`config.mk`:
```
export PLATFORM = sky130hd
export DESIGN_NAME = wdtc_top
export DESIGN_NICKNAME = d
export VERILOG_FILES = /design/src/design/wdtc_pkg.sv /design/src/design/wdtc_top.sv
export SDC_FILE = /design/constraint.sdc
export NUM_CORES = 1
export LEC_CHECK = 0
export ABC_AREA = 1
export BUFFER_PORTS_ARGS = -buffer_cell sky130_fd_sc_hd__buf_2
export CAP_MARGIN = 15
export CORE_UTILIZATION = 40
export DETAILED_ROUTE_END_ITERATION = 7
export PLACE_DENSITY = 0.59
export SYNTH_ARGS = -nofsm -noshare
export SYNTH_HDL_FRONTEND = slang
export SYNTH_SLANG_ARGS = --single-unit
```
`constraint.sdc`:
```
create_clock -name i_sys_clk -period 2.1 [get_ports i_sys_clk]
set_clock_uncertainty 0.15 [all_clocks]
set_input_delay 0.105 -clock i_sys_clk [delete_from_list [all_inputs] [get_ports i_sys_clk]]
set_output_delay 0.105 -clock i_sys_clk [all_outputs]
set_load 0.1 [all_outputs]
```
`src/design/wdtc_pkg.sv`:
```
// constants shared by the watchdog timer control block
`default_nettype none
package wdtc_pkg;
	// ----------------------------------------------------------------
	// register indexes on the plain register port
	// ----------------------------------------------------------------
	localparam logic [1:0] CTRL_STATUS_ADDR  = 2'h0;
	localparam logic [1:0] RESET_SOURCE_ADDR = 2'h1;

	// ----------------------------------------------------------------
	// control and status field positions, then the reset source flag bit
	// ----------------------------------------------------------------
	localparam int IRQ_FLAG_BIT    = 7;
	localparam int IRQ_ENABLE_BIT  = 6;
	localparam int PRESCALE_HI_BIT = 5;
	localparam int CHANGE_EN_BIT   = 4;
	localparam int RESET_EN_BIT    = 3;
	localparam int PRESCALE_LO_MSB = 2;
	localparam int WDOG_SRC_BIT    = 3;

	// ----------------------------------------------------------------
	// reset values
	// ----------------------------------------------------------------
	localparam logic [3:0] PRESCALE_RESET = 4'h0;
	localparam logic       FLAG_RESET     = 1'b0;
	localparam logic       ENABLE_RESET   = 1'b0;

	// ----------------------------------------------------------------
	// timing
	// ----------------------------------------------------------------
	localparam int         SYS_CLK_HZ       = 10000000;
	localparam int         WDT_OSC_HZ       = 128000;
	localparam logic [2:0] CE_WINDOW_CYCLES = 3'h4;
	localparam logic [3:0] PRESCALE_MAX     = 4'h9;
	localparam int         BASE_TIMEOUT     = 2048;
endpackage : wdtc_pkg
`default_nettype wire

```
`src/design/wdtc_top.sv`:
```
// watchdog timer with timed-change protected control and status register
//
// Strobed register access and the address map are this design's own decisions.
`timescale 1ns/1ps
`default_nettype none

module wdtc_top #(
	parameter int CNT_W        = 21,
	parameter int BASE_TIMEOUT = wdtc_pkg::BASE_TIMEOUT
) (
	// clock and reset
	input  wire logic       i_sys_clk,
	input  wire logic       i_rst,
	// register port
	input  wire logic [1:0] i_addr,
	input  wire logic [7:0] i_wdata,
	input  wire logic       i_wr,
	input  wire logic       i_rd,
	output logic      [7:0] o_rdata,
	// cpu side
	input  wire logic       i_global_irq_enable,
	input  wire logic       i_vector_ack,
	input  wire logic       i_restart,
	output logic            o_irq,
	output logic            o_sys_reset,
	// pins
	input  wire logic       i_wdt_osc,
	input  wire logic       i_always_on_fuse
);
	// ----------------------------------------------------------------
	// helpers
	// ----------------------------------------------------------------
	// reserved prescaler codes fall back to the longest period
	function automatic logic [CNT_W-1:0] timeout_limit(input logic [3:0] code);
		logic [3:0] c;
		c = (code > wdtc_pkg::PRESCALE_MAX) ? wdtc_pkg::PRESCALE_MAX : code;
		timeout_limit = CNT_W'(BASE_TIMEOUT) << c;
	endfunction : timeout_limit

	// ----------------------------------------------------------------
	// state
	// ----------------------------------------------------------------
	// synchroniser stages, counter and register fields
	logic [2:0]       osc_sync_q;
	logic [1:0]       fuse_sync_q;
	logic [CNT_W-1:0] cnt_q;
	logic [3:0]       prescale_q;
	logic             flag_q;
	logic             ie_q;
	logic             wde_q;
	logic             ce_q;
	logic [2:0]       ce_cnt_q;
	logic             watchdog_reset_source_flag_q;
	// decoded mode and strobes, all combinational
	logic             osc_tick;
	logic             fuse_prog;
	logic             wde_eff;
	logic             ie_eff;
	logic             running;
	logic             timeout;
	logic             do_irq;
	logic             do_reset;
	logic             wr_ctrl;
	logic             wr_src;
	logic             open_seq;
	logic             prot_ok;
	logic [7:0]       ctrl_view;

	// ----------------------------------------------------------------
	// pin synchronisers
	// ----------------------------------------------------------------
	// oscillator gets a third stage so the edge detector never sees stage one
	// fuse stages reset to unprogrammed so a cold start never locks the enables
	always_ff @(posedge i_sys_clk or posedge i_rst) begin
		if (i_rst) begin
			osc_sync_q  <= 3'h0;
			fuse_sync_q <= 2'h3;
		end else begin
			osc_sync_q  <= {osc_sync_q[1:0], i_wdt_osc};
			fuse_sync_q <= {fuse_sync_q[0], i_always_on_fuse};
		end
	end

	// ----------------------------------------------------------------
	// mode decode
	// ----------------------------------------------------------------
	assign osc_tick  = osc_sync_q[1] & ~osc_sync_q[2];
	assign fuse_prog = ~fuse_sync_q[1];
	assign wde_eff   = wde_q | watchdog_reset_source_flag_q | fuse_prog;
	assign ie_eff    = ie_q & ~fuse_prog;
	assign running   = wde_eff | ie_eff;
	assign timeout   = running & osc_tick & (cnt_q == timeout_limit(prescale_q) - CNT_W'(1));
	// flag already pending in combined mode turns the next timeout into a reset
	assign do_irq    = timeout & ie_eff & ~(wde_eff & flag_q);
	assign do_reset  = timeout & wde_eff & ~do_irq;
	// register port decode; indexes 2 and 3 fall through and are ignored
	assign wr_ctrl   = i_wr & (i_addr == wdtc_pkg::CTRL_STATUS_ADDR);
	assign wr_src    = i_wr & (i_addr == wdtc_pkg::RESET_SOURCE_ADDR);
	assign open_seq  = wr_ctrl & i_wdata[wdtc_pkg::CHANGE_EN_BIT] & i_wdata[wdtc_pkg::RESET_EN_BIT];
	assign prot_ok   = wr_ctrl & ce_q & ~i_wdata[wdtc_pkg::CHANGE_EN_BIT];
	assign ctrl_view = {flag_q, ie_eff, prescale_q[3], ce_q, wde_eff, prescale_q[2:0]};

	// ----------------------------------------------------------------
	// watchdog counter
	// ----------------------------------------------------------------
	// a prescaler drop below the current count waits for a wrap; restart first
	// holding the count at zero while stopped makes a later enable start a full period
	always_ff @(posedge i_sys_clk or posedge i_rst) begin
		if (i_rst) begin
			cnt_q <= '0;
		end else if (i_restart || !running || timeout || o_sys_reset) begin
			cnt_q <= '0;
		end else if (osc_tick) begin
			cnt_q <= cnt_q + CNT_W'(1);
		end
	end

	// ----------------------------------------------------------------
	// interrupt flag and enable
	// ----------------------------------------------------------------
	// a timeout in the clearing cycle still leaves the flag set
	always_ff @(posedge i_sys_clk or posedge i_rst) begin
		if (i_rst) begin
			flag_q <= wdtc_pkg::FLAG_RESET;
		end else if (o_sys_reset) begin
			flag_q <= wdtc_pkg::FLAG_RESET;
		end else if (do_irq) begin
			flag_q <= 1'b1;
		end else if (i_vector_ack || (wr_ctrl && i_wdata[wdtc_pkg::IRQ_FLAG_BIT])) begin
			flag_q <= 1'b0;
		end
	end

	// a software write of the enable beats the vector clear in the same cycle
	always_ff @(posedge i_sys_clk or posedge i_rst) begin
		if (i_rst) begin
			ie_q <= wdtc_pkg::ENABLE_RESET;
		end else if (o_sys_reset) begin
			ie_q <= wdtc_pkg::ENABLE_RESET;
		end else if (wr_ctrl) begin
			ie_q <= i_wdata[wdtc_pkg::IRQ_ENABLE_BIT];
		end else if (i_vector_ack && wde_eff) begin
			ie_q <= 1'b0;
		end
	end

	// ----------------------------------------------------------------
	// protected reset enable and prescaler
	// ----------------------------------------------------------------
	// setting the enable is always allowed, only clearing is guarded
	always_ff @(posedge i_sys_clk or posedge i_rst) begin
		if (i_rst) begin
			wde_q      <= wdtc_pkg::ENABLE_RESET;
			prescale_q <= wdtc_pkg::PRESCALE_RESET;
		end else if (o_sys_reset) begin
			wde_q      <= 1'b1;
			prescale_q <= wdtc_pkg::PRESCALE_RESET;
		end else if (prot_ok) begin
			wde_q      <= i_wdata[wdtc_pkg::RESET_EN_BIT];
			prescale_q <= {i_wdata[wdtc_pkg::PRESCALE_HI_BIT], i_wdata[wdtc_pkg::PRESCALE_LO_MSB:0]};
		end else if (wr_ctrl && i_wdata[wdtc_pkg::RESET_EN_BIT]) begin
			wde_q      <= 1'b1;
		end
	end

	// change window: open for four cycles, shut early by a write with it clear
	// the count runs down from three so the fourth cycle after the write is the last one open
	always_ff @(posedge i_sys_clk or posedge i_rst) begin
		if (i_rst) begin
			ce_q     <= 1'b0;
			ce_cnt_q <= 3'h0;
		end else if (o_sys_reset) begin
			ce_q     <= 1'b0;
			ce_cnt_q <= 3'h0;
		end else if (open_seq) begin
			ce_q     <= 1'b1;
			ce_cnt_q <= wdtc_pkg::CE_WINDOW_CYCLES - 3'h1;
		end else if (wr_ctrl || (ce_q && ce_cnt_q == 3'h0)) begin
			ce_q     <= 1'b0;
			ce_cnt_q <= 3'h0;
		end else if (ce_q) begin
			ce_cnt_q <= ce_cnt_q - 3'h1;
		end
	end

	// ----------------------------------------------------------------
	// reset source flag
	// ----------------------------------------------------------------
	// only power-on clears it by itself; a new watchdog reset beats a software clear
	always_ff @(posedge i_sys_clk or posedge i_rst) begin
		if (i_rst) begin
			watchdog_reset_source_flag_q <= 1'b0;
		end else if (o_sys_reset) begin
			watchdog_reset_source_flag_q <= 1'b1;
		end else if (wr_src && !i_wdata[wdtc_pkg::WDOG_SRC_BIT]) begin
			watchdog_reset_source_flag_q <= 1'b0;
		end
	end

	// ----------------------------------------------------------------
	// outputs
	// ----------------------------------------------------------------
	// request is a registered level; the ack cycle masks it so one service is not taken twice
	always_ff @(posedge i_sys_clk or posedge i_rst) begin
		if (i_rst) begin
			o_irq       <= 1'b0;
			o_sys_reset <= 1'b0;
		end else begin
			o_irq       <= flag_q & ie_eff & i_global_irq_enable & ~i_vector_ack;
			o_sys_reset <= do_reset;
		end
	end

	// read data stands only in the cycle after the strobe
	always_ff @(posedge i_sys_clk or posedge i_rst) begin
		if (i_rst) begin
			o_rdata <= 8'h00;
		end else if (i_rd && i_addr == wdtc_pkg::CTRL_STATUS_ADDR) begin
			o_rdata <= ctrl_view;
		end else if (i_rd && i_addr == wdtc_pkg::RESET_SOURCE_ADDR) begin
			o_rdata <= {4'h0, watchdog_reset_source_flag_q, 3'h0};
		end else begin
			o_rdata <= 8'h00;
		end
	end

	// ----------------------------------------------------------------
	// checks
	// ----------------------------------------------------------------
	a_flag_on_timeout: assert property (@(posedge i_sys_clk) disable iff (i_rst)
		do_irq |=> flag_q) else $error("timeout did not set flag");
	a_flag_vector_clear: assert property (@(posedge i_sys_clk) disable iff (i_rst)
		i_vector_ack && !do_irq |=> !flag_q) else $error("vector did not clear flag");
	a_irq_gating: assert property (@(posedge i_sys_clk) disable iff (i_rst)
		o_irq |-> $past(flag_q) && $past(i_global_irq_enable)) else $error("irq without enables");
	a_fuse_forces_reset: assert property (@(posedge i_sys_clk) disable iff (i_rst)
		timeout && fuse_prog |=> o_sys_reset && $stable(flag_q)) else $error("fuse mode no reset");
	a_combined_vector: assert property (@(posedge i_sys_clk) disable iff (i_rst)
		i_vector_ack && wde_eff && !wr_ctrl |=> !ie_q) else $error("enable not cleared");
	a_second_timeout: assert property (@(posedge i_sys_clk) disable iff (i_rst)
		timeout && ie_eff && wde_eff && flag_q |=> o_sys_reset) else $error("pending flag no reset");
	a_protected_clear: assert property (@(posedge i_sys_clk) disable iff (i_rst)
		wr_ctrl && !ce_q && wde_q && !o_sys_reset |=> wde_q && $stable(prescale_q)) else $error("unprotected change");
	a_change_window: assert property (@(posedge i_sys_clk) disable iff (i_rst)
		$rose(ce_q) ##0 (!i_wr)[*4] |=> !ce_q) else $error("change window length");
	a_source_forces: assert property (@(posedge i_sys_clk) disable iff (i_rst)
		i_rd && i_addr == wdtc_pkg::CTRL_STATUS_ADDR && watchdog_reset_source_flag_q |=> o_rdata[3]) else $error("enable not forced");
	a_reset_pulse: assert property (@(posedge i_sys_clk) disable iff (i_rst)
		o_sys_reset |=> !o_sys_reset ##0 wde_q && watchdog_reset_source_flag_q) else $error("reset pulse not single");
	a_restart_clears: assert property (@(posedge i_sys_clk) disable iff (i_rst)
		i_restart |=> cnt_q == '0) else $error("restart ignored");

	// ----------------------------------------------------------------
	// mode, lock and field checks
	// ----------------------------------------------------------------
	a_fuse_locks: assert property (@(posedge i_sys_clk) disable iff (i_rst)
		i_rd && i_addr == wdtc_pkg::CTRL_STATUS_ADDR && fuse_prog |=> o_rdata[3] && !o_rdata[6]) else $error("fuse lock");
	a_reset_mode: assert property (@(posedge i_sys_clk) disable iff (i_rst)
		timeout && wde_eff && !ie_eff |=> o_sys_reset) else $error("reset mode no reset");
	a_irq_mode: assert property (@(posedge i_sys_clk) disable iff (i_rst)
		timeout && ie_eff && !wde_eff && !o_sys_reset |=> flag_q && !o_sys_reset) else $error("interrupt mode wrong");
	a_stopped_idle: assert property (@(posedge i_sys_clk) disable iff (i_rst)
		!running |=> cnt_q == '0 && !o_sys_reset) else $error("stopped watchdog active");
	a_set_enable: assert property (@(posedge i_sys_clk) disable iff (i_rst)
		wr_ctrl && i_wdata[wdtc_pkg::RESET_EN_BIT] |=> wde_q) else $error("enable set refused");
	a_flag_write_clear: assert property (@(posedge i_sys_clk) disable iff (i_rst)
		wr_ctrl && i_wdata[wdtc_pkg::IRQ_FLAG_BIT] && !do_irq |=> !flag_q) else $error("flag write one ignored");
	a_window_open: assert property (@(posedge i_sys_clk) disable iff (i_rst)
		open_seq && !o_sys_reset |=> ce_q) else $error("window did not open");
	a_prescale_code: assert property (@(posedge i_sys_clk) disable iff (i_rst)
		prot_ok && !o_sys_reset |=> prescale_q == {$past(i_wdata[wdtc_pkg::PRESCALE_HI_BIT]),
		$past(i_wdata[wdtc_pkg::PRESCALE_LO_MSB:0])}) else $error("prescale field split");
	a_timeout_clears: assert property (@(posedge i_sys_clk) disable iff (i_rst)
		timeout |=> cnt_q == '0) else $error("timeout did not restart count");
	a_reset_clears_irq: assert property (@(posedge i_sys_clk) disable iff (i_rst)
		o_sys_reset |=> !flag_q && !ie_q && prescale_q == wdtc_pkg::PRESCALE_RESET) else $error("reset state wrong");
	a_vector_masks_irq: assert property (@(posedge i_sys_clk) disable iff (i_rst)
		i_vector_ack |=> !o_irq) else $error("request after vector");
	a_irq_request: assert property (@(posedge i_sys_clk) disable iff (i_rst)
		flag_q && ie_eff && i_global_irq_enable && !i_vector_ack |=> o_irq) else $error("request missing");
endmodule : wdtc_top

`default_nettype wire

```
==> metrics.md <==
| Metric | Value |
|---|---|
| Antenna diodes | `0` |
| Global-route wire length before repair | `9556 um` |
| Worst min-delay path class | `in -> reg` |
| Worst-case clock buffer depth | `2` |
| Crit Path Category | `reg -> reg` |
| Drc violations | `0` |
| F_max | `453.4 MHz` |
| Clk_lat worst skew | `0.30 ns` |
| Iter 0 DRT Violations | `108` |
| Synth area leader | `dfrtp_1` |
| HPWL Detailed | `4017 um` |
| Period minus WS final | `2.206 ns` |
| Worst slew pin tran | `0.5903 ns` |
| Routed vias | `2275` |
| Max Transition Viols Final | `0` |
| RSZ-0062 raised after global routing | `true` |
| Routed wire length | `5871 um` |
| Top cells by count, synth | `67 x nand2_1, 49 x nor2_1, 46 x dfrtp_1` |
| Layout area overhead | `31.26%` |
| IO Pins | `29` |
| Post-synth EDFFs | `0` |
| XOR/XNOR Fraction of Synth Area | `0.03921` |
| Synth top area share | `0.4684` |
| Grt total ovfl | `0` |
| Final setup violation count | `23` |
| Number of global-route vias before repair | `2086` |
| Total CTS buffers | `5` |
| Clock transition at path regs | `0.09 ns` |
| Initial Util | `0.4150` |
| Max rail drop VDD | `0.4603 mV` |
| Mapped Cells | `310` |
| Crit share post-route | `1.050` |
| Inst Count DP | `429` |
| Hold Slack | `0.04404 ns` |
| Adder-cell area share of the yosys netlist | `0.02037` |
| Port bufs | `28` |
| Crit. End Element | `flip-flop` |
| Die area | `6461 um^2` |
| Synth Area in Compound Gates | `0.07077` |
| Failing checks | `negative setup slack` |
| Initial antenna violation count | `0` |
| TritonCTS clock tree | `done` |
| H-tree depth | `2` |
| Crit path max fanout | `5` |
| Largest cells by area after synthesis | `dfrtp_1 47%, nand2_1 10%, nor2_1 7.5%, nand3_1 6.7%, inv_1 6.0%` |
| CTS sink count | `48` |
| Hold Vio Cnt, Final | `0` |
| Worst setup margin | `-0.1057 ns` |
| Std cell rows | `28` |
| Status | `complete, but fails checks` |
| Most frequent cell after synthesis | `nand2_1` |
| Slew HR | `0.6059` |
| Post-Syn Area | `2457 um^2` |
| Simple-gate portion of the synthesized area | `0.3065` |
| CP arrival | `2.25 ns` |
| Routed len/inst | `12.74 um` |
| #FFs+latches synth | `48` |
| Leak | `1.588 nW` |
| Synth cell types | `28` |
| CTS Root Cell | `clkbuf_8` |
| Total of warnings raised by yosys | `0` |
| Layout cells sized above 1 | `0.2176` |
| Layout Nets | `408` |
| Die Height | `80.38 um` |
| Post-Syn Area per Cell | `7.927 um^2` |
| GP Congestion | `0.8219` |
| Critical Path RT | `2.14 ns` |
| Length of the first detailed-routing pass in iterations | `4` |
| Critical path cell sequence | `nor2_2 -> nand3_2 -> ha_4 -> inv_2 -> nand2_1 -> nand2_1 -> nor2_1 -> nand2_1 -> nor2_1 -> nand3_1 -> nor2_2 -> nand2_2 -> nand2_4 -> clkbuf_16 -> nor2_1` |
| Fin cells | `461` |
| Synth Net Count | `333` |
| Core ar. | `5921 um^2` |
| Max_cap viols | `0` |
| Die width | `80.38 um` |
| Main combinational cell family by area after synthesis | `simple AND/OR/NAND/NOR gates` |
| Vias per cell | `4.935` |
| Sequential area share after synthesis | `0.4898` |
| Fin util | `0.5448` |
| Largest stage delay on the critical path | `0.42 ns` |
| Pwr dens | `761.8 nW/um^2` |
| Slowest cell on crit path | `dfrtp_1` |
| Mux cell area share after synthesis | `0` |
| Post-synth ARST share | `1.000` |
| Global-route usage over all layers | `0.1940` |
| Startpoint types | `flip-flop` |
| Final ANT Viol Nets | `0` |
| Pin count of the biggest net entering global routing | `30` |
| Dominant synthesized flop cell | `dfrtp_1` |
stage by stage:
| stage | setup TNS (ns) | instance area (um^2) | setup WS (ns) | total power, mW |
|---|---|---|---|---|
| 4_1_cts | -0.6684 | 3133 | -0.04340 | 2.440 |
| 3_3_place_gp | -1.241 | 2816 | -0.06681 | 1.706 |
| 3_5_place_dp | -1.307 | 2816 | -0.07428 | 1.713 |
| 6_report | -1.984 | 3226 | -0.1057 | 2.457 |
| 2_1_floorplan | 0 | 2457 | 0.03052 | 1.468 |
| 5_1_grt | -5.961 | 3226 | -0.2745 | 2.609 |
per-layer routing:
metal	track usage	up-vias	wire length (um)
met5	0	-	0
met4	0.05357	0	65
met3	0.03409	6	187
met2	0.3203	35	2892
met1	0.2601	1085	2725
li1	-	1149	-
kinds of logic (layout without fill, tap and decap cells):
family | count (synthesis) | after routing
DFF | 48 | 48
and+or+nand+nor | 173 | 173
adders and majority gates | 4 | 4
xor gates and xnor gates | 11 | 11
buffers and inverters | 44 | 120
AOI/OAI and AO/OA | 30 | 30
layout by cell type, fill, tap and decap left out, types with 6 or more instances in the layout:
cell,instances
nor2_2,6
nand2_1,66
nand3_1,31
xor2_1,9
buf_2,28
a21oi_1,9
dlygate4sd3_1,17
inv_1,37
buf_4,22
nor2_1,43
dfrtp_1,46
nand4_1,10
o21ai_0,13
nor3_1,6
final cells by class:
type | count | area (um^2)
inverters | 42 | 157.7
well taps | 75 | 93.84
repair buffers | 70 | 531.8
multi-input cells | 218 | 1127
flip-flops and latches | 48 | 1204
clock buffers | 5 | 68.82
fillers | 543 | 2695
clock inverters | 3 | 42.54
where the power goes:
group	switching, mW	internal, mW	leakage (nW)
combinational	0.416	0.304	0.903
sequential	0.0593	1.01	0.631
clock	0.316	0.353	0.0541
total	0.792	1.67	1.59
worst paths after layout:
path | start | end | slack (ns) | depth (start not counted)
max | prescale_q[2] | cnt_q[2] | -0.11 | 15
max in group asynchronous | i_rst | cnt_q[5] | 0.94 | 4
min reg2reg | osc_sync_q[0] | osc_sync_q[1] | 0.20 | 0
min | i_restart | cnt_q[15] | 0.04 | 6
min in group asynchronous | i_rst | ie_q | 0.26 | 3
max reg2reg | prescale_q[2] | cnt_q[2] | -0.11 | 15
critical path, delay by kind of cell (launching register included):
family | cells | cell delay (ns)
flip-flops | 1 | 0.42
buffers and inverters | 2 | 0.18
adder cells (fa/ha/maj) | 1 | 0.28
AND/OR/NAND/NOR | 12 | 1.06
flip-flops by register name, indices dropped and copies added (netlist names):
| name | flops |
|---|---|
| flag_q | 1 |
| cnt_q | 21 |
| fuse_sync_q | 2 |
| wde_q | 1 |
| o_rdata | 8 |
| osc_sync_q | 3 |
| prescale_q | 4 |
| watchdog_reset_source_flag_q | 1 |
| o_sys_reset | 1 |
| o_irq | 1 |
| ce_q | 1 |
| ce_cnt_q | 3 |
| ie_q | 1 |
timing repair:
action / in CTS / in global routing
hold buffers: 17 / 0
cloned: 0 / 2
setup buffers: 4 / 1
endpoints found under the hold margin: 38 / 0
endpoints found under the setup margin: 22 / 23
pin swaps: 0 / 6
resized for setup: 2 / 12
No activity file was read; power rests on OpenSTA's default activity.
